## src/core/sbg_map.svh

```systemverilog
`ifndef SBG_MAP_SVH
`define SBG_MAP_SVH

// port offsets inside the sixteen-port block
`define SBG_OFS_ROM_OFF 4'he
`define SBG_OFS_SWITCH 4'hf

// rom window pages
`define SBG_ROM_PAGE_EXT 8'hff
`define SBG_ROM_PAGE 4'hf

// reset values
`define SBG_SOFT_OFF_RST 1'b0
`define SBG_DATA_RST 8'h00
`define SBG_IDX_RST 2'h0

// acknowledge sequence lengths in bytes
`define SBG_INTA_LEN_80 2'h3
`define SBG_INTA_LEN_86 2'h2
`define SBG_INTA_LEN_NONE 2'h0

// wait state timing
`define SBG_CLK_NS 10
`define SBG_WAIT_NS 125
`define SBG_WAIT_CYCLES ((`SBG_WAIT_NS + `SBG_CLK_NS - 1) / `SBG_CLK_NS)

// synchroniser width: address, strobes, switches, jumpers, handshakes
`define SBG_SYNC_W 53

`endif

```

## src/core/sbg_pkg.sv

```systemverilog
`default_nettype none
package sbg_pkg;

   typedef enum logic [1:0] {
      SBG_CPU_NONE = 2'b00,
      SBG_CPU_80 = 2'b01,
      SBG_CPU_86 = 2'b10
   } sbg_cpu_type;

   typedef enum logic [0:0] {
      SBG_WS_IDLE = 1'b0,
      SBG_WS_HOLD = 1'b1
   } sbg_ws_state_type;

endpackage
`default_nettype wire

```

## src/core/sbg_sync.sv

```systemverilog
`timescale 1ns/1ns
`default_nettype none
module sbg_sync #(
   parameter int W = 1
) (
   input wire logic sys_clk,
   input wire logic rst,
   input wire logic [W-1:0] d,
   output logic [W-1:0] q
);
   import sbg_pkg::*;

   logic [W-1:0] stage1_reg;
   logic [W-1:0] stage2_reg;

   if (W < 1) begin : g_chk
      $error("sbg_sync width must be at least one");
   end

   // first stage feeds only the second
   always_ff @(posedge sys_clk) begin
      if (rst) begin
         stage1_reg <= '0;
         stage2_reg <= '0;
      end else begin
         stage1_reg <= d;
         stage2_reg <= stage1_reg;
      end
   end

   assign q = stage2_reg;
endmodule
`default_nettype wire

```

## src/core/sbg_top.sv

```systemverilog
// Function
// - select on i/o only when port bits 7:4 equal the port_block_origin switches
// - port_block_origin switch positions one to four map to A7..A4, closed is one
// - socket switch closed enables rom, open kills every rom response
// - extended: compare 20 bits at ff000/ff800, else 16 bits f000/f800
// - master wait switch open: no wait states at all
// - master closed, qualify open: one wait state per answered cycle
// - both closed: wait state only while bus shows high speed
// - input from offset 15 returns option switches, position one in bit 0
// - serial transmit passes only while terminal-ready is asserted
// - terminal-ready open: jumper decides transmitter enabled or held off
// - parallel data drives always, or floats while acknowledge is low
// - small rom: window jumper high picks f800 page, low picks f000
// - large rom: whole f000..ffff page, window jumper ignored
// - rom-type jumper picks small or large rom, address lines and size
// - cycle jumper picks three-byte or two-byte acknowledge sequence
// - cycle jumper open: never take over bus during acknowledge
// - overlay jumper set: pull phantom while rom selected, else never
// - rom disable answers input and output at offset 14
`timescale 1ns/1ns
`default_nettype none
`include "sbg_map.svh"
module sbg_top #(
   parameter int WAIT_CYC = `SBG_WAIT_CYCLES
) (
   input wire logic sys_clk,
   input wire logic rst,
   input wire logic [19:0] bus_addr,
   input wire logic bus_cyc,
   input wire logic bus_mem_rd,
   input wire logic bus_io_rd,
   input wire logic bus_io_wr,
   input wire logic bus_speed_hi,
   input wire logic bus_inta,
   input wire logic [7:0] port_block_origin_and_rom_config_switch,
   input wire logic [7:0] option_switch_bank,
   input wire logic jmp_dtr_plus,
   input wire logic jmp_out_plus,
   input wire logic jmp_addr_hi,
   input wire logic jmp_rom32,
   input wire sbg_pkg::sbg_cpu_type jmp_cpu,
   input wire logic jmp_phantom_plus,
   input wire logic dtr_level,
   input wire logic dtr_open,
   input wire logic ack_level,
   input wire logic ack_open,
   input wire logic uart_txd,
   output logic io_sel,
   output logic [3:0] io_func,
   output logic rom_sel,
   output logic [11:0] rom_addr,
   output logic phantom_n_o,
   output logic phantom_n_oe,
   output logic rdy_n_o,
   output logic rdy_n_oe,
   output logic [7:0] bus_data_o,
   output logic bus_data_oe,
   output logic serial_txd,
   output logic par_data_oe,
   output logic inta_takeover,
   output logic [1:0] inta_len,
   output logic [1:0] inta_byte_idx
);
   import sbg_pkg::*;

   // every pin, strap and jumper except uart_txd passes the two-stage synchroniser;
   // the address is settled before the cycle strobe, so the
   // strobe's own delay covers skew between the bits
   wire logic [`SBG_SYNC_W-1:0] pin_raw;
   wire logic [`SBG_SYNC_W-1:0] pin_s;

   assign pin_raw = {bus_addr, bus_cyc, bus_mem_rd, bus_io_rd, bus_io_wr,
      bus_speed_hi, bus_inta, port_block_origin_and_rom_config_switch,
      option_switch_bank, jmp_dtr_plus, jmp_out_plus, jmp_addr_hi,
      jmp_rom32, jmp_cpu, jmp_phantom_plus, dtr_level, dtr_open,
      ack_level, ack_open};

   sbg_sync #(
      .W(`SBG_SYNC_W)
   ) u_sync (
      .sys_clk(sys_clk),
      .rst(rst),
      .d(pin_raw),
      .q(pin_s)
   );

   wire logic [19:0] a_s;
   wire logic cyc_s, mem_rd_s, io_rd_s, io_wr_s, speed_s, inta_s;
   wire logic [7:0] sw1_s, sw2_s;
   wire logic dtr_j_s, out_j_s, addr_hi_s, rom32_s, phantom_j_s;
   wire logic [1:0] cpu_s;
   wire logic dtr_lvl_s, dtr_open_s, ack_lvl_s, ack_open_s;

   assign {a_s, cyc_s, mem_rd_s, io_rd_s, io_wr_s, speed_s, inta_s,
      sw1_s, sw2_s, dtr_j_s, out_j_s, addr_hi_s, rom32_s, cpu_s,
      phantom_j_s, dtr_lvl_s, dtr_open_s, ack_lvl_s, ack_open_s} = pin_s;

   // cycle and acknowledge edges, taken from the synchronised copies
   logic cyc_prev_reg;
   logic inta_prev_reg;
   wire logic cyc_start;
   wire logic inta_rise;

   always_ff @(posedge sys_clk) begin
      if (rst) begin
         cyc_prev_reg <= 1'b0;
         inta_prev_reg <= 1'b0;
      end else begin
         cyc_prev_reg <= cyc_s;
         inta_prev_reg <= inta_s;
      end
   end

   assign cyc_start = cyc_s && !cyc_prev_reg;
   assign inta_rise = inta_s && !inta_prev_reg;

   // switch bank one: positions 1..4 port_block_origin, 5 socket, 6 extended,
   // 7 speed qualify, 8 wait master; closed reads as one
   wire logic [3:0] port_block_origin_sw;
   wire logic rom_socket_on, ext_addr, sw_qualify, sw_master;

   assign port_block_origin_sw = {sw1_s[0], sw1_s[1], sw1_s[2], sw1_s[3]};
   assign rom_socket_on = sw1_s[4];
   assign ext_addr = sw1_s[5];
   assign sw_qualify = sw1_s[6];
   assign sw_master = sw1_s[7];

   // i/o block decode
   wire logic io_cyc, io_hit, hit_rom_off, hit_switch;

   assign io_cyc = cyc_s && (io_rd_s || io_wr_s);
   assign io_hit = io_cyc && (a_s[7:4] == port_block_origin_sw);
   assign hit_rom_off = io_hit && (a_s[3:0] == `SBG_OFS_ROM_OFF);
   assign hit_switch = io_hit && (a_s[3:0] == `SBG_OFS_SWITCH);
   assign io_sel = io_hit;
   assign io_func = io_hit ? a_s[3:0] : 4'h0;

   // rom software disable; only a reset brings the rom back
   logic soft_off_reg, soft_off_next;

   assign soft_off_next = soft_off_reg || (cyc_start && hit_rom_off);

   always_ff @(posedge sys_clk) begin
      if (rst) begin
         soft_off_reg <= `SBG_SOFT_OFF_RST;
      end else begin
         soft_off_reg <= soft_off_next;
      end
   end

   // rom window decode
   wire logic page_ok, half_ok, rom_window;

   assign page_ok = ext_addr ? (a_s[19:12] == `SBG_ROM_PAGE_EXT)
      : (a_s[15:12] == `SBG_ROM_PAGE);
   // the large part takes the whole page, so the half bit is free
   assign half_ok = rom32_s || (a_s[11] == addr_hi_s);
   assign rom_window = page_ok && half_ok;
   assign rom_sel = cyc_s && mem_rd_s && rom_window
      && rom_socket_on && !soft_off_reg;

   // small part sees eleven lines; line 11 held low to the socket
   logic [11:0] rom_addr_reg;

   always_ff @(posedge sys_clk) begin
      if (rst) begin
         rom_addr_reg <= 12'h000;
      end else if (rom32_s) begin
         rom_addr_reg <= a_s[11:0];
      end else begin
         rom_addr_reg <= {1'b0, a_s[10:0]};
      end
   end

   assign rom_addr = rom_addr_reg;

   // overlay: open-drain pull, only while rom selected
   assign phantom_n_o = 1'b0;
   assign phantom_n_oe = phantom_j_s && rom_sel;

   // wait state generator; drives ready low while holding
   wire logic wait_busy;
   wire logic answered;

   assign answered = io_hit || rom_sel;

   sbg_wait_gen #(
      .WAIT_CYC(WAIT_CYC)
   ) u_wait (
      .sys_clk(sys_clk),
      .rst(rst),
      .cyc_start(cyc_start),
      .answered(answered),
      .sw_master(sw_master),
      .sw_qualify(sw_qualify),
      .speed_hi(speed_s),
      .wait_busy(wait_busy)
   );

   assign rdy_n_o = 1'b0;
   assign rdy_n_oe = wait_busy;

   // readback of option switches and disable status
   logic [7:0] data_reg, data_next;
   logic data_oe_reg;
   wire logic rd_switch, rd_rom_off;

   assign rd_switch = hit_switch && io_rd_s;
   assign rd_rom_off = hit_rom_off && io_rd_s;
   assign data_next = rd_switch ? sw2_s
      : rd_rom_off ? {7'h00, soft_off_reg} : `SBG_DATA_RST;

   always_ff @(posedge sys_clk) begin
      if (rst) begin
         data_reg <= `SBG_DATA_RST;
         data_oe_reg <= 1'b0;
      end else begin
         data_reg <= data_next;
         data_oe_reg <= rd_switch || rd_rom_off;
      end
   end

   assign bus_data_o = data_reg;
   assign bus_data_oe = data_oe_reg;

   // serial transmit gate; mark level while held off
   logic txd_reg;
   wire logic tx_enable;

   assign tx_enable = dtr_open_s ? dtr_j_s : dtr_lvl_s;

   always_ff @(posedge sys_clk) begin
      if (rst) begin
         txd_reg <= 1'b1;
      end else begin
         txd_reg <= tx_enable ? uart_txd : 1'b1;
      end
   end

   assign serial_txd = txd_reg;

   // parallel output drive mode
   logic par_oe_reg;

   always_ff @(posedge sys_clk) begin
      if (rst) begin
         par_oe_reg <= 1'b0;
      end else begin
         par_oe_reg <= out_j_s || ack_open_s || ack_lvl_s;
      end
   end

   assign par_data_oe = par_oe_reg;

   // interrupt acknowledge sequencing
   sbg_cpu_type cpu_mode;
   logic [1:0] len_sel;
   logic [1:0] idx_reg, idx_next;
   logic take_reg;

   assign cpu_mode = sbg_cpu_type'(cpu_s);

   always_comb begin
      case (cpu_mode)
         SBG_CPU_80: len_sel = `SBG_INTA_LEN_80;
         SBG_CPU_86: len_sel = `SBG_INTA_LEN_86;
         default: len_sel = `SBG_INTA_LEN_NONE;
      endcase
   end

   always_comb begin
      idx_next = idx_reg;
      if (len_sel == `SBG_INTA_LEN_NONE) begin
         idx_next = `SBG_IDX_RST;
      end else if (inta_rise) begin
         if (idx_reg == 2'(len_sel - 2'h1)) begin
            idx_next = `SBG_IDX_RST;
         end else begin
            idx_next = idx_reg + 2'h1;
         end
      end
   end

   always_ff @(posedge sys_clk) begin
      if (rst) begin
         idx_reg <= `SBG_IDX_RST;
         take_reg <= 1'b0;
      end else begin
         idx_reg <= idx_next;
         // unconnected jumper: the cpu supplies status itself
         take_reg <= (len_sel != `SBG_INTA_LEN_NONE)
            && (inta_s || idx_next != `SBG_IDX_RST);
      end
   end

   assign inta_len = len_sel;
   assign inta_byte_idx = idx_reg;
   assign inta_takeover = take_reg;
endmodule
`default_nettype wire

```

## src/core/sbg_wait_gen.sv

```systemverilog
`timescale 1ns/1ns
`default_nettype none
`include "sbg_map.svh"
module sbg_wait_gen #(
   parameter int WAIT_CYC = `SBG_WAIT_CYCLES
) (
   input wire logic sys_clk,
   input wire logic rst,
   input wire logic cyc_start,
   input wire logic answered,
   input wire logic sw_master,
   input wire logic sw_qualify,
   input wire logic speed_hi,
   output logic wait_busy
);
   import sbg_pkg::*;

   sbg_ws_state_type state_reg, state_next;
   logic [7:0] cnt_reg, cnt_next;
   wire logic need_wait;
   wire logic [7:0] last_cnt;

   if (WAIT_CYC < 1 || WAIT_CYC > 255) begin : g_chk
      $error("WAIT_CYC out of range 1..255");
   end

   assign last_cnt = 8'(WAIT_CYC - 1);
   // master open: never; qualify closed: only at high speed
   assign need_wait = answered && sw_master && (!sw_qualify || speed_hi);

   always_comb begin
      state_next = state_reg;
      cnt_next = cnt_reg;
      case (state_reg)
         SBG_WS_IDLE: begin
            cnt_next = 8'h00;
            if (cyc_start && need_wait) begin
               state_next = SBG_WS_HOLD;
            end
         end
         SBG_WS_HOLD: begin
            if (cnt_reg == last_cnt) begin
               state_next = SBG_WS_IDLE;
               cnt_next = 8'h00;
            end else begin
               cnt_next = cnt_reg + 8'h01;
            end
         end
         default: begin
            state_next = SBG_WS_IDLE;
            cnt_next = 8'h00;
         end
      endcase
   end

   always_ff @(posedge sys_clk) begin
      if (rst) begin
         state_reg <= SBG_WS_IDLE;
         cnt_reg <= 8'h00;
      end else begin
         state_reg <= state_next;
         cnt_reg <= cnt_next;
      end
   end

   assign wait_busy = (state_reg == SBG_WS_HOLD);
endmodule
`default_nettype wire

```

## config.mk

```make
export PLATFORM = sky130hd
export DESIGN_NAME = sbg_top
export DESIGN_NICKNAME = d
export VERILOG_FILES = /design/src/core/sbg_pkg.sv /design/src/core/sbg_sync.sv /design/src/core/sbg_top.sv /design/src/core/sbg_wait_gen.sv
export VERILOG_INCLUDE_DIRS = /design/src /design/src/core
export SDC_FILE = /design/constraint.sdc
export NUM_CORES = 1
export LEC_CHECK = 0
export BUFFER_PORTS_ARGS = -buffer_cell sky130_fd_sc_hd__buf_2
export CORE_MARGIN = 3
export CORE_UTILIZATION = 35
export DETAILED_ROUTE_END_ITERATION = 7
export PLACE_DENSITY = 0.57
export SLEW_MARGIN = 10
export SYNTH_ARGS = -nofsm -noshare
export SYNTH_HDL_FRONTEND = slang
export SYNTH_SLANG_ARGS = --single-unit
```

## constraint.sdc

```tcl
create_clock -name sys_clk -period 1.7 [get_ports sys_clk]
set_input_delay 0.17 -clock sys_clk [delete_from_list [all_inputs] [get_ports sys_clk]]
set_output_delay 0.17 -clock sys_clk [all_outputs]
set_load 0.02 [all_outputs]
```

**Word level (Yosys, flattened, before mapping)**

Index checks and enable logic that the tools add are counted.

- Memory bits (read-only): 0
- Bits in latches: 0
- Output and inout bits: 38
- Register bits after elaboration: 144
- Input bits: 56
- Word-level logic and storage cells: 82
- Bits in writable memories: 0
- Memories kept: 0

- Bitwise logic cells: 3
- $mul: 0
- Muxes and demuxes: 14
- Magnitude comparators: 0
- Equality and inequality tests: 10
- Reductions and logical operators: 37
- Div/mod/pow operators: 0
- Add/subtract/negate cells: 3
- Shifts and indexed selects: 0

Operators by type and width:

| cell | number |
|---|---|
| $logic_and 1x1->1 | 19 |
| $mux 8 | 2 |
| $pmux 8 s2 | 1 |
| $eq 4x4->1 const B | 3 |
| $logic_or 1x1->1 | 9 |
| $add 8x1->8 const B | 1 |
| $eq 8x4->1 const B | 1 |
| $eq 8x8->1 const B | 1 |
| $mux 2 | 3 |
| $mux 1 | 5 |
| $eq 4x4->1 | 1 |
| $logic_not 1->1 | 4 |
| $mux 4 | 1 |
| $pmux 2 s2 | 1 |
| $reduce_bool 2->1 | 2 |
| $reduce_or 2->1 | 2 |
| $not 1->1 | 3 |
| $add 2x1->2 const B | 1 |
| $eq 2x1->1 const B | 1 |
| $eq 2x2->1 | 1 |
| $eq 2x2->1 const B | 1 |
| $logic_not 2->1 | 1 |
| $pmux 1 s2 | 1 |
| $sub 2x1->2 const B | 1 |
| $eq 1x1->1 | 1 |

**Depth between registers and ports, before layout**

Gate-level depths: netlist of run 1.

- Depth after elaboration: 12
- Mapped depth: 6
- Gate-level depth less buffers: 6

**By module**

Synthesis of run 1 repeated with hierarchy kept, for this count alone.

- Cell total of the unflattened synthesis: 382
- Area, all modules: 4383.0 µm²

Modules (own cells, without submodules):

| module | area an instance (µm²) | seq. area each (µm²) | instances | cells an instance |
|---|---|---|---|---|
| sbg_sync | 2852.7 | 2122.0 | 1 | 223 |
| sbg_top | 1118.6 | 580.6 | 1 | 113 |
| sbg_wait_gen | 411.6 | 180.2 | 1 | 46 |

**Worst setup path before layout of run 1**

No wires, ideal clock.

- Path type: flip-flop to flip-flop
- Start point: register u_sync.stage2_reg[6] (netlist: u_sync.q[6])
- End point: register idx_reg[1] (netlist: inta_byte_idx[1])
- Arrival: 1.213 ns
- Period minus slack after synthesis: 1.331 ns
- Buffers on the path: 0
- Stages on the path, launching flop included: 6
- Library setup time: 0.119 ns
- Path slack: 0.369 ns
- Data required time: 1.581 ns
- Cells stage by stage: dfxtp_1 -> inv_1 -> ha_1 -> inv_1 -> o31a_1 -> o221a_2

- Cells in the longest elaborated chain, start to end: 7
- Elaborated cells on any way between the ends: 9
- Those cells by class: add/sub (1); eq/ne (3); mux (4); reduce/logical (1)

Ends and longest elaborated chain:

| element | RTL line | RTL |
|---|---|---|
| start, declared | sbg_sync.sv:14 | `logic [W-1:0] stage2_reg;` |
| start signal, assigned | sbg_sync.sv:27 | `stage2_reg <= stage1_reg;` |
| $eq 2x2->1 or $eq 2x1->1 (tied branches) | sbg_top.sv:264 | `case (cpu_mode)` |
| $pmux 2 s2 * | sbg_top.sv:264 |  |
| named net inta_len[0] | sbg_top.sv:61 | `output logic [1:0] inta_len,` |
| $sub 2x1->2 | sbg_top.sv:276 | `if (idx_reg == 2'(len_sel - 2'h1)) begin` |
| $eq 2x2->1 | sbg_top.sv:276 |  |
| $mux 2 | sbg_top.sv:276 |  |
| $mux 2 | sbg_top.sv:275 | `end else if (inta_rise) begin` |
| $mux 2 * | sbg_top.sv:273 | `` if (len_sel == `SBG_INTA_LEN_NONE) begin `` |
| end signal, assigned | sbg_top.sv:286 | `` idx_reg <= `SBG_IDX_RST; `` |
| end signal, assigned | sbg_top.sv:289 | `idx_reg <= idx_next;` |
| end, declared | sbg_top.sv:258 | `logic [1:0] idx_reg, idx_next;` |

Mark *: on every way through the listed nets, which the timed path passes. The rest lies on a longest branch.
A chain may end at the register's enable or synchronous reset.

**Worst setup path after layout of run 1**

- Start point: register u_sync.stage2_reg[37] (netlist: u_sync.q[37])
- End point: output port io_func[2]

- Cells in the longest elaborated chain, start to end: 3

Ends and longest elaborated chain:

| element | RTL line | RTL |
|---|---|---|
| $eq 4x4->1 | sbg_top.sv:132 | `assign io_hit = io_cyc && (a_s[7:4] == port_block_origin_sw);` |
| $logic_and 1x1->1 | sbg_top.sv:132 |  |
| $mux 4 | sbg_top.sv:136 | `assign io_func = io_hit ? a_s[3:0] : 4'h0;` |
| end, declared | sbg_top.sv:49 | `output logic [3:0] io_func,` |

No other way between the ends.

==> summary.md, run 1 <==
| Metric | Value |
|---|---|
| Vias per inst | `3.996` |
| P_leak | `0.002701 uW` |
| Buffer cell driving the clock tree root | `sky130_fd_sc_hd__clkbuf_16` |
| Internal Power | `around 6300 uW` |
| Maximum operating frequency | `0.5923 GHz` |
| Cell type of the slowest stage on the worst timing path | `sky130_fd_sc_hd__dfxtp_2` |
| Most common library cell in the layout ignoring fill and taps | `sky130_fd_sc_hd__dfxtp_1` |
| Final max-slew violation count | `0` |
| Clock transition at path regs | `0.06 ns` |
| CP Data Arrival Time | `1.52 ns` |
| Switching share of power | `19.37%` |
| Most area-consuming cells after synthesis | `sky130_fd_sc_hd__dfxtp_1 (66%), sky130_fd_sc_hd__nor2b_1 (17%), sky130_fd_sc_hd__xor2_1 (2.2%)` |
| First-iteration detailed-routing DRC count | `69` |
| Placement Cell Area | `4975 sq um` |
| Remaining antenna violation count | `0` |
| Worst-path maximum fanout | `6` |
| Final Instance Area | `roughly 6200 sq um` |
| Setup Skew | `0.005886 ns` |
| Worst-case setup margin in the final layout | `between 0.01 and 0.015 ns` |
| Wire length after detailed routing | `slightly below 8000 um` |
| Required time of the critical path | `1.53 ns` |
| Clock insertion delay at the later pin of the skew report | `0.41 ns` |
| Power density relative to cell area | `approximately 1200 nW/um^2` |
| Result of the run | `complete, no violations` |
| HP Class | `input pin to flip-flop` |
| Post-synthesis instance total | `377` |
| Clock Sink Count | `~140` |
| Die W | `around 120 um` |
| Netlist area before placement | `4338 sq um` |
| Share of the clock period used by the worst path | `99.32%` |
| Number of maximum-capacitance violations | `0` |
| Cells along the critical path | `xor2_1 > nor3_2 > buf_4 > and3_4 > buf_6` |
| Number of inserted filler cells in the final layout | `around 1.0k` |
| Fraction of power consumed by combinational cells | `under 10%` |
| Antenna violations before repair | `0` |
| Flip-flop and latch count after synthesis | `144` |
| Kind of end point of the critical path | `output port` |
| Buffers added on ports | `a little over 90` |
| All-layer global routing usage | `12.20%` |
| DRC violation count after routing | `0` |
| Relative area change from synthesis to final layout | `43.38%` |
| Final hold slack | `0.02092 ns` |
| Setup-violating endpoint count in the final report | `0` |
| Bufs and invs on worst path | `2` |
| Critical path class | `flip-flop to output port` |
| Starting Density | `35.96%` |
| Peak per-stage delay on the critical path | `0.32 ns` |
| Startpoint kind of the worst setup timing path | `flip-flop` |
| Routed wirelength normalized by instance count | `11.10 um` |
| Crit-path leading delay family | `simple AND/OR/NAND/NOR gates` |
| Leading cell types in the layout, fill and taps excluded | `sky130_fd_sc_hd__dfxtp_1 (141), sky130_fd_sc_hd__nor2b_1 (119), sky130_fd_sc_hd__buf_2 (84), sky130_fd_sc_hd__dlygate4sd3_1 (52), sky130_fd_sc_hd__clkbuf_16 (17)` |
| Worst IR Drop VDD | `0.6406 mV` |
| Total count of hold-check failures in the final report | `0` |
| Maximum number of pins on one net before global-route repair | `around 110` |
| HPWL after detailed placement | `4902 um` |
| Area inside the core boundary | `12060 sq um` |
| Io pins | `94` |
| Number of nets in the finished design | `591` |
| Switching pwr | `1503 uW` |
| Share of post-route cells with drive strength above 1 | `27.57%` |
| Area leader, netlist | `sky130_fd_sc_hd__dfxtp_1` |
| Buffer depth of the longest clock path | `2` |
| H-tree lvl count | `4` |
| GRT overflow | `0` |
| Overall via count from detail_route | `2845` |
| Die Height | `117.3 um` |
| Sequential share of the synthesized area | `66.46%` |
| Setup WS pre-CTS | `0.3172 ns` |
| Routability Congestion | `~0.77` |
| Proportion of netlist area held by the largest area contributor | `66.46%` |
| Antenna cell count | `0` |
| Part of the power in registers | `between 40 and 50%` |
| Yosys Warn Count | `0` |
| Relative contribution of the clock network to total power | `49.4%` |
| Non-filler instance count after layout | `approximately 700` |
| Yosys cell types | `37` |
| Placement Rows | `40` |
| Clock tree from TritonCTS | `built` |
| Unrepaired setup endpoints after global routing | `yes` |
| Min cycle time layout | `1.688 ns` |
| Pre-antenna DRT Iters | `4` |
| Die area | `13770 sq um` |
| Number of global-route vias before repair | `2825` |
| Global-route wire length before repair | `13130 um` |
| Avg Synthesized Cell Area | `11.51 sq um` |
| Cell total after placement | `624` |
| Number of buffers inserted during clock tree synthesis | `17` |
## synth_stat cells
| master | instances |
|---|---|
| sky130_fd_sc_hd__a211oi_1 | 2 |
| sky130_fd_sc_hd__a21oi_1 | 2 |
| sky130_fd_sc_hd__a22oi_1 | 1 |
| sky130_fd_sc_hd__a32o_1 | 1 |
| sky130_fd_sc_hd__and2_1 | 2 |
| sky130_fd_sc_hd__and2_2 | 8 |
| sky130_fd_sc_hd__and3_1 | 4 |
| sky130_fd_sc_hd__and3_2 | 4 |
| sky130_fd_sc_hd__and4_1 | 1 |
| sky130_fd_sc_hd__and4b_1 | 1 |
| sky130_fd_sc_hd__and4bb_2 | 1 |
| sky130_fd_sc_hd__buf_2 | 2 |
| sky130_fd_sc_hd__buf_4 | 2 |
| sky130_fd_sc_hd__clkbuf_1 | 12 |
| sky130_fd_sc_hd__conb_1 | 1 |
| sky130_fd_sc_hd__dfxtp_1 | 144 |
| sky130_fd_sc_hd__ha_1 | 4 |
| sky130_fd_sc_hd__inv_1 | 9 |
| sky130_fd_sc_hd__mux2_2 | 1 |
| sky130_fd_sc_hd__mux2i_1 | 1 |
| sky130_fd_sc_hd__nand2_1 | 5 |
| sky130_fd_sc_hd__nand2b_1 | 2 |
| sky130_fd_sc_hd__nand3_1 | 5 |
| sky130_fd_sc_hd__nand4_1 | 4 |
| sky130_fd_sc_hd__nand4b_1 | 1 |
| sky130_fd_sc_hd__nor2_1 | 12 |
| sky130_fd_sc_hd__nor2b_1 | 119 |
| sky130_fd_sc_hd__nor3_1 | 6 |
| sky130_fd_sc_hd__nor3b_1 | 1 |
| sky130_fd_sc_hd__nor4_1 | 1 |
| sky130_fd_sc_hd__nor4bb_1 | 1 |
| sky130_fd_sc_hd__o21ai_0 | 2 |
| sky130_fd_sc_hd__o221a_2 | 1 |
| sky130_fd_sc_hd__o31a_1 | 1 |
| sky130_fd_sc_hd__or3_1 | 1 |
| sky130_fd_sc_hd__xnor2_1 | 1 |
| sky130_fd_sc_hd__xor2_1 | 11 |
## timing repair
item | CTS | global route
hold buffers | 52 | 0
resized for setup | 21 | 3
buffers inserted | 1 | 3
hold endpoints to repair | 52 | 0
endpoints found under the setup margin | 6 | 6
pin swaps | 5 | 4
## stage by stage
step           power, uW  TNS, ns  utilization, %
2_1_floorplan       3775        0               -
5_1_grt             8063  -0.3969           51.57
3_5_place_dp        3890        0           41.24
6_report            7759        0           51.57
3_3_place_gp        3884        0           41.24
4_1_cts             7849  -0.2047           51.32
## worst reg2reg max path: stages (launching register included)
cell and delay (ns):
sky130_fd_sc_hd__dfxtp_1 0.33, sky130_fd_sc_hd__xor2_1 0.19, sky130_fd_sc_hd__nor3_2 0.07, sky130_fd_sc_hd__buf_4 0.16, sky130_fd_sc_hd__buf_4 0.13, sky130_fd_sc_hd__buf_4 0.12
sky130_fd_sc_hd__and4bb_2 0.28, sky130_fd_sc_hd__and2_2 0.20
## metal layers
metal	track usage (%)	vias up	part of all wire, %
met1	14.05	1265	46
met3	6.123	16	5.6
met5	0	-	0
met4	5.425	0	2.2
li1	-	1495	-
met2	19.11	69	46
## final cells by class
type,count,area [sq um],share of cell area [%]
multi-input cells,209,1386,22.29
well taps,168,210.2,3.380
repair buffers,150,1081,17.38
clock inverters,11,161.4,2.595
flip-flops and latches,144,2887,46.41
inverters,9,33.78,0.5431
clock buffers,21,460.4,7.403
## final timing paths
path	startpoint	end	cells after the start	slack [ns]
min	bus_cyc	u_sync.stage1_reg[32]$_SDFF_PP0_	2	0.02
max reg2reg	u_sync.q[40]$_SDFF_PP0_	bus_data_o[6]$_SDFF_PP0_	7	0.12
min reg2reg	u_sync.q[13]$_SDFF_PP0_	bus_data_o[2]$_SDFF_PP0_	1	0.43
max	u_sync.q[37]$_SDFF_PP0_	io_func[2]	5	0.01
## logic make-up after synthesis
kind of cell	count (synthesis)	synth area share, %
flip-flops	144	66.46
other	1	0.08645
multiplexers	2	0.4903
adder cells (fa/ha/maj)	4	1.154
AO/OA/AOI/OAI	10	1.673
AND/OR/NAND/NOR	179	25.32
buffers and inverters	25	2.394
XOR/XNOR	12	2.423
## power by group through the flow
stage | combinational, uW | clock, uW | sequential, uW
after floorplan | 162 | 0 | 3610
after global placement | 276 | 0 | 3610
after detailed placement | 280 | 0 | 3610
after CTS | 381 | 3930 | 3540
after global routing | 429 | 4080 | 3550
final | 385 | 3840 | 3540
Power figures use the tool's default switching activity.
==> run 2: changes to the inputs <==
Settings changed: CORE_MARGIN 3 to not set.
==> run 2 against run 1 <==
Effect of this change:
- the flow now finishes with violations (negative setup slack)
- routed wire length shrank 3.9%
- cell area grew 1.3%
- clock power grew 12%
==> summary.md, run 2 (synthesis results as in run 1) <==
| Metric | Value |
|---|---|
| Antenna violations before repair | `0 (unchanged)` |
| First-iteration detailed-routing DRC count | `127 (+84%)` |
| Antenna cell count | `0 (unchanged)` |
| Io pins | `94 (unchanged)` |
| Maximum number of pins on one net before global-route repair | `111 (+2.8%)` |
| Required time of the critical path | `1.53 ns (about the same)` |
| Final Instance Area | `6302 sq um (+1.3%)` |
| Unrepaired setup endpoints after global routing | `yes` |
| Critical R2R Capture | `bus_data_o[1]$_SDFF_PP0_` |
| Total count of hold-check failures in the final report | `0 (unchanged)` |
| Remaining antenna violation count | `0 (unchanged)` |
| Clock transition at path regs | `0.06 ns (about the same)` |
| Number of maximum-capacitance violations | `0 (unchanged)` |
| Number of global-route vias before repair | `2669 (-5.5%)` |
| Routed wirelength normalized by instance count | `10.65 um (-4.0%)` |
| Share of post-route cells with drive strength above 1 | `27.34% (-0.23 points)` |
| Share of the clock period used by the worst path | `100.6% (+1.3 points)` |
| Worst Hold Path Cells | `3 (+1)` |
| Pre-antenna DRT Iters | `4 (unchanged)` |
| Overall via count from detail_route | `2810 (-1.2%)` |
| Die area | `12840 sq um (-6.7%)` |
| Starting Density | `35.96% (unchanged)` |
| Number of nets in the finished design | `592 (+0.17%)` |
| CP Data Arrival Time | `1.54 ns (+0.02 ns)` |
| Wire length after detailed routing | `7593 um (-3.9%)` |
| Leading cell types in the layout, fill and taps excluded | `sky130_fd_sc_hd__dfxtp_1 (141), sky130_fd_sc_hd__nor2b_1 (119), sky130_fd_sc_hd__buf_2 (84), sky130_fd_sc_hd__dlygate4sd3_1 (54), sky130_fd_sc_hd__clkbuf_16 (17)` |
| Launch point of the worst path | `u_sync.q[40]$_SDFF_PP0_` |
| Most common library cell in the layout ignoring fill and taps | `sky130_fd_sc_hd__dfxtp_1` |
| Worst-case setup margin in the final layout | `-0.01073 ns (-0.02228 ns)` |
| All-layer global routing usage | `12.55% (+0.35 points)` |
| Vias per inst | `3.941 (-1.4%)` |
| Min cycle time layout | `1.711 ns (+0.02228 ns)` |
| HPWL after detailed placement | `4683 um (-4.5%)` |
| DRC violation count after routing | `0 (unchanged)` |
| Source of the worst hold timing path | `rst` |
| Overall power consumption | `8232 uW (+6.1%)` |
| H-tree lvl count | `4 (unchanged)` |
| Final hold slack | `0.2228 ns (+0.2019 ns)` |
| Endpoint of the worst hold-timing path | `u_sync.stage1_reg[47]$_SDFF_PP0_` |
| Setup-violating endpoint count in the final report | `4 (+4)` |
| Clock insertion delay at the later pin of the skew report | `0.40 ns (about the same)` |
| Number of buffers inserted during clock tree synthesis | `17 (unchanged)` |
| Accumulated negative setup slack | `-0.02883 ns (-0.02883 ns)` |
| Setup Skew | `0.005821 ns (-0.00006468 ns)` |
| P_leak | `0.002737 uW (+1.3%)` |
| Buffer depth of the longest clock path | `2 (unchanged)` |
| GRT overflow | `0 (unchanged)` |
| Setup WS pre-CTS | `0.3030 ns (-0.01418 ns)` |
| Buffer cell driving the clock tree root | `sky130_fd_sc_hd__clkbuf_16` |
| Worst IR Drop VDD | `0.8487 mV (+32%)` |
| Clock tree from TritonCTS | `built` |
| Placement Cell Area | `4975 sq um (unchanged)` |
| Number of inserted filler cells in the final layout | `1035 (-0.29%)` |
| Kind of end point of the critical path | `output port` |
| R2r startpoint | `u_sync.q[40]$_SDFF_PP0_` |
| Buffers added on ports | `91 (unchanged)` |
| Final max-slew violation count | `0 (unchanged)` |
| Die W | `113.3 um (-3.4%)` |
| Reg2reg path depth | `6 (-1)` |
| Startpoint kind of the worst setup timing path | `flip-flop` |
| Global-route wire length before repair | `12000 um (-8.6%)` |
| Worst-path maximum fanout | `6 (unchanged)` |
| Routability Congestion | `0.7349 (-5.0%)` |
| Relative area change from synthesis to final layout | `45.28%` |
| Maximum operating frequency | `0.5845 GHz (-1.3%)` |
| HP Class | `input pin to flip-flop` |
| Clock Sink Count | `144 (unchanged)` |
| Register-to-register setup slack | `0.22 ns (+0.10 ns)` |
| Failing checks | `negative setup slack` |
| Placement Rows | `40 (unchanged)` |
| Die Height | `113.3 um (-3.4%)` |
| Power density relative to cell area | `1306 nW/um^2 (+4.7%)` |
| Result of the run | `finished, violations left` |
| Critical path class | `flip-flop to output port` |
| Area inside the core boundary | `12060 sq um (unchanged)` |
-- run 2: cell count changes in the layout (fill, tap and decap cells not counted), sizes merged --
| cell | change |
|---|---|
| bufinv | +3 |
| clkbuf | -2 |
| clkinv | -2 |
| dlygate4sd3 | +2 |
| buf | -1 |
| inv | +1 |
-- run 2: where the power goes --
part | internal, uW | switching (uW)
clock network | 2950 | 1370
logic | 229 | 152
registers | 3500 | 33.7
-- run 2: final cells by class --
type	instances	area, sq um	area share, %
Timing Repair Buffer	151	1094	17.35
Inverter	9	33.78	0.5360
Sequential cell	144	2887	45.80
Multi-Input combinational cell	209	1378	21.86
Clock buffer	19	442.9	7.028
Tap cell	168	210.2	3.335
Clock inverter	13	257.7	4.090
-- run 2: metrics by stage --
| stage | util (%) | cells |
|---|---|---|
| floorplan | - | 378 |
| global placement | 41.24 | 624 |
| detailed placement | 41.24 | 624 |
| CTS | 52.02 | 711 |
| global route | 52.25 | 713 |
| finish | 52.25 | 713 |
-- run 2: worst max path at each step --
stage,end,cells after the start
2_1_floorplan,inta_byte_idx[1]$_SDFF_PP0_,5
3_3_place_gp,bus_data_o[4]$_SDFF_PP0_,5
3_5_place_dp,bus_data_o[1]$_SDFF_PP0_,5
4_1_cts,io_func[2],5
5_1_grt,io_func[0],5
6_report,io_func[0],5
-- run 2: layer usage --
metal / global-route usage, % / part of all wire (%) / vias to the layer above
li1: - / - / 1494
met1: 13.52 / 46 / 1246
met2: 21.19 / 49 / 65
met3: 5.892 / 4.3 / 5
met4: 5.263 / 0.75 / 0
met5: 0 / 0 / -
-- run 2: worst max-delay path, stage by stage, from the launching register on --
cell and delay (ns):
sky130_fd_sc_hd__dfxtp_2 0.32, sky130_fd_sc_hd__xor2_1 0.13, sky130_fd_sc_hd__nor3_1 0.21, sky130_fd_sc_hd__buf_4 0.18, sky130_fd_sc_hd__and3_4 0.19, sky130_fd_sc_hd__buf_6 0.11
-- run 2: what timing repair did --
| item | CTS | global route |
|---|---|---|
| buffers inserted | 1 | 2 |
| hold buffers | 54 | 0 |
| gates resized for setup | 17 | 5 |
| pin swaps | 1 | 4 |
| endpoints found under the hold margin | 54 | 0 |
| cloned | 0 | 0 |
| setup endpoints to repair | 6 | 6 |
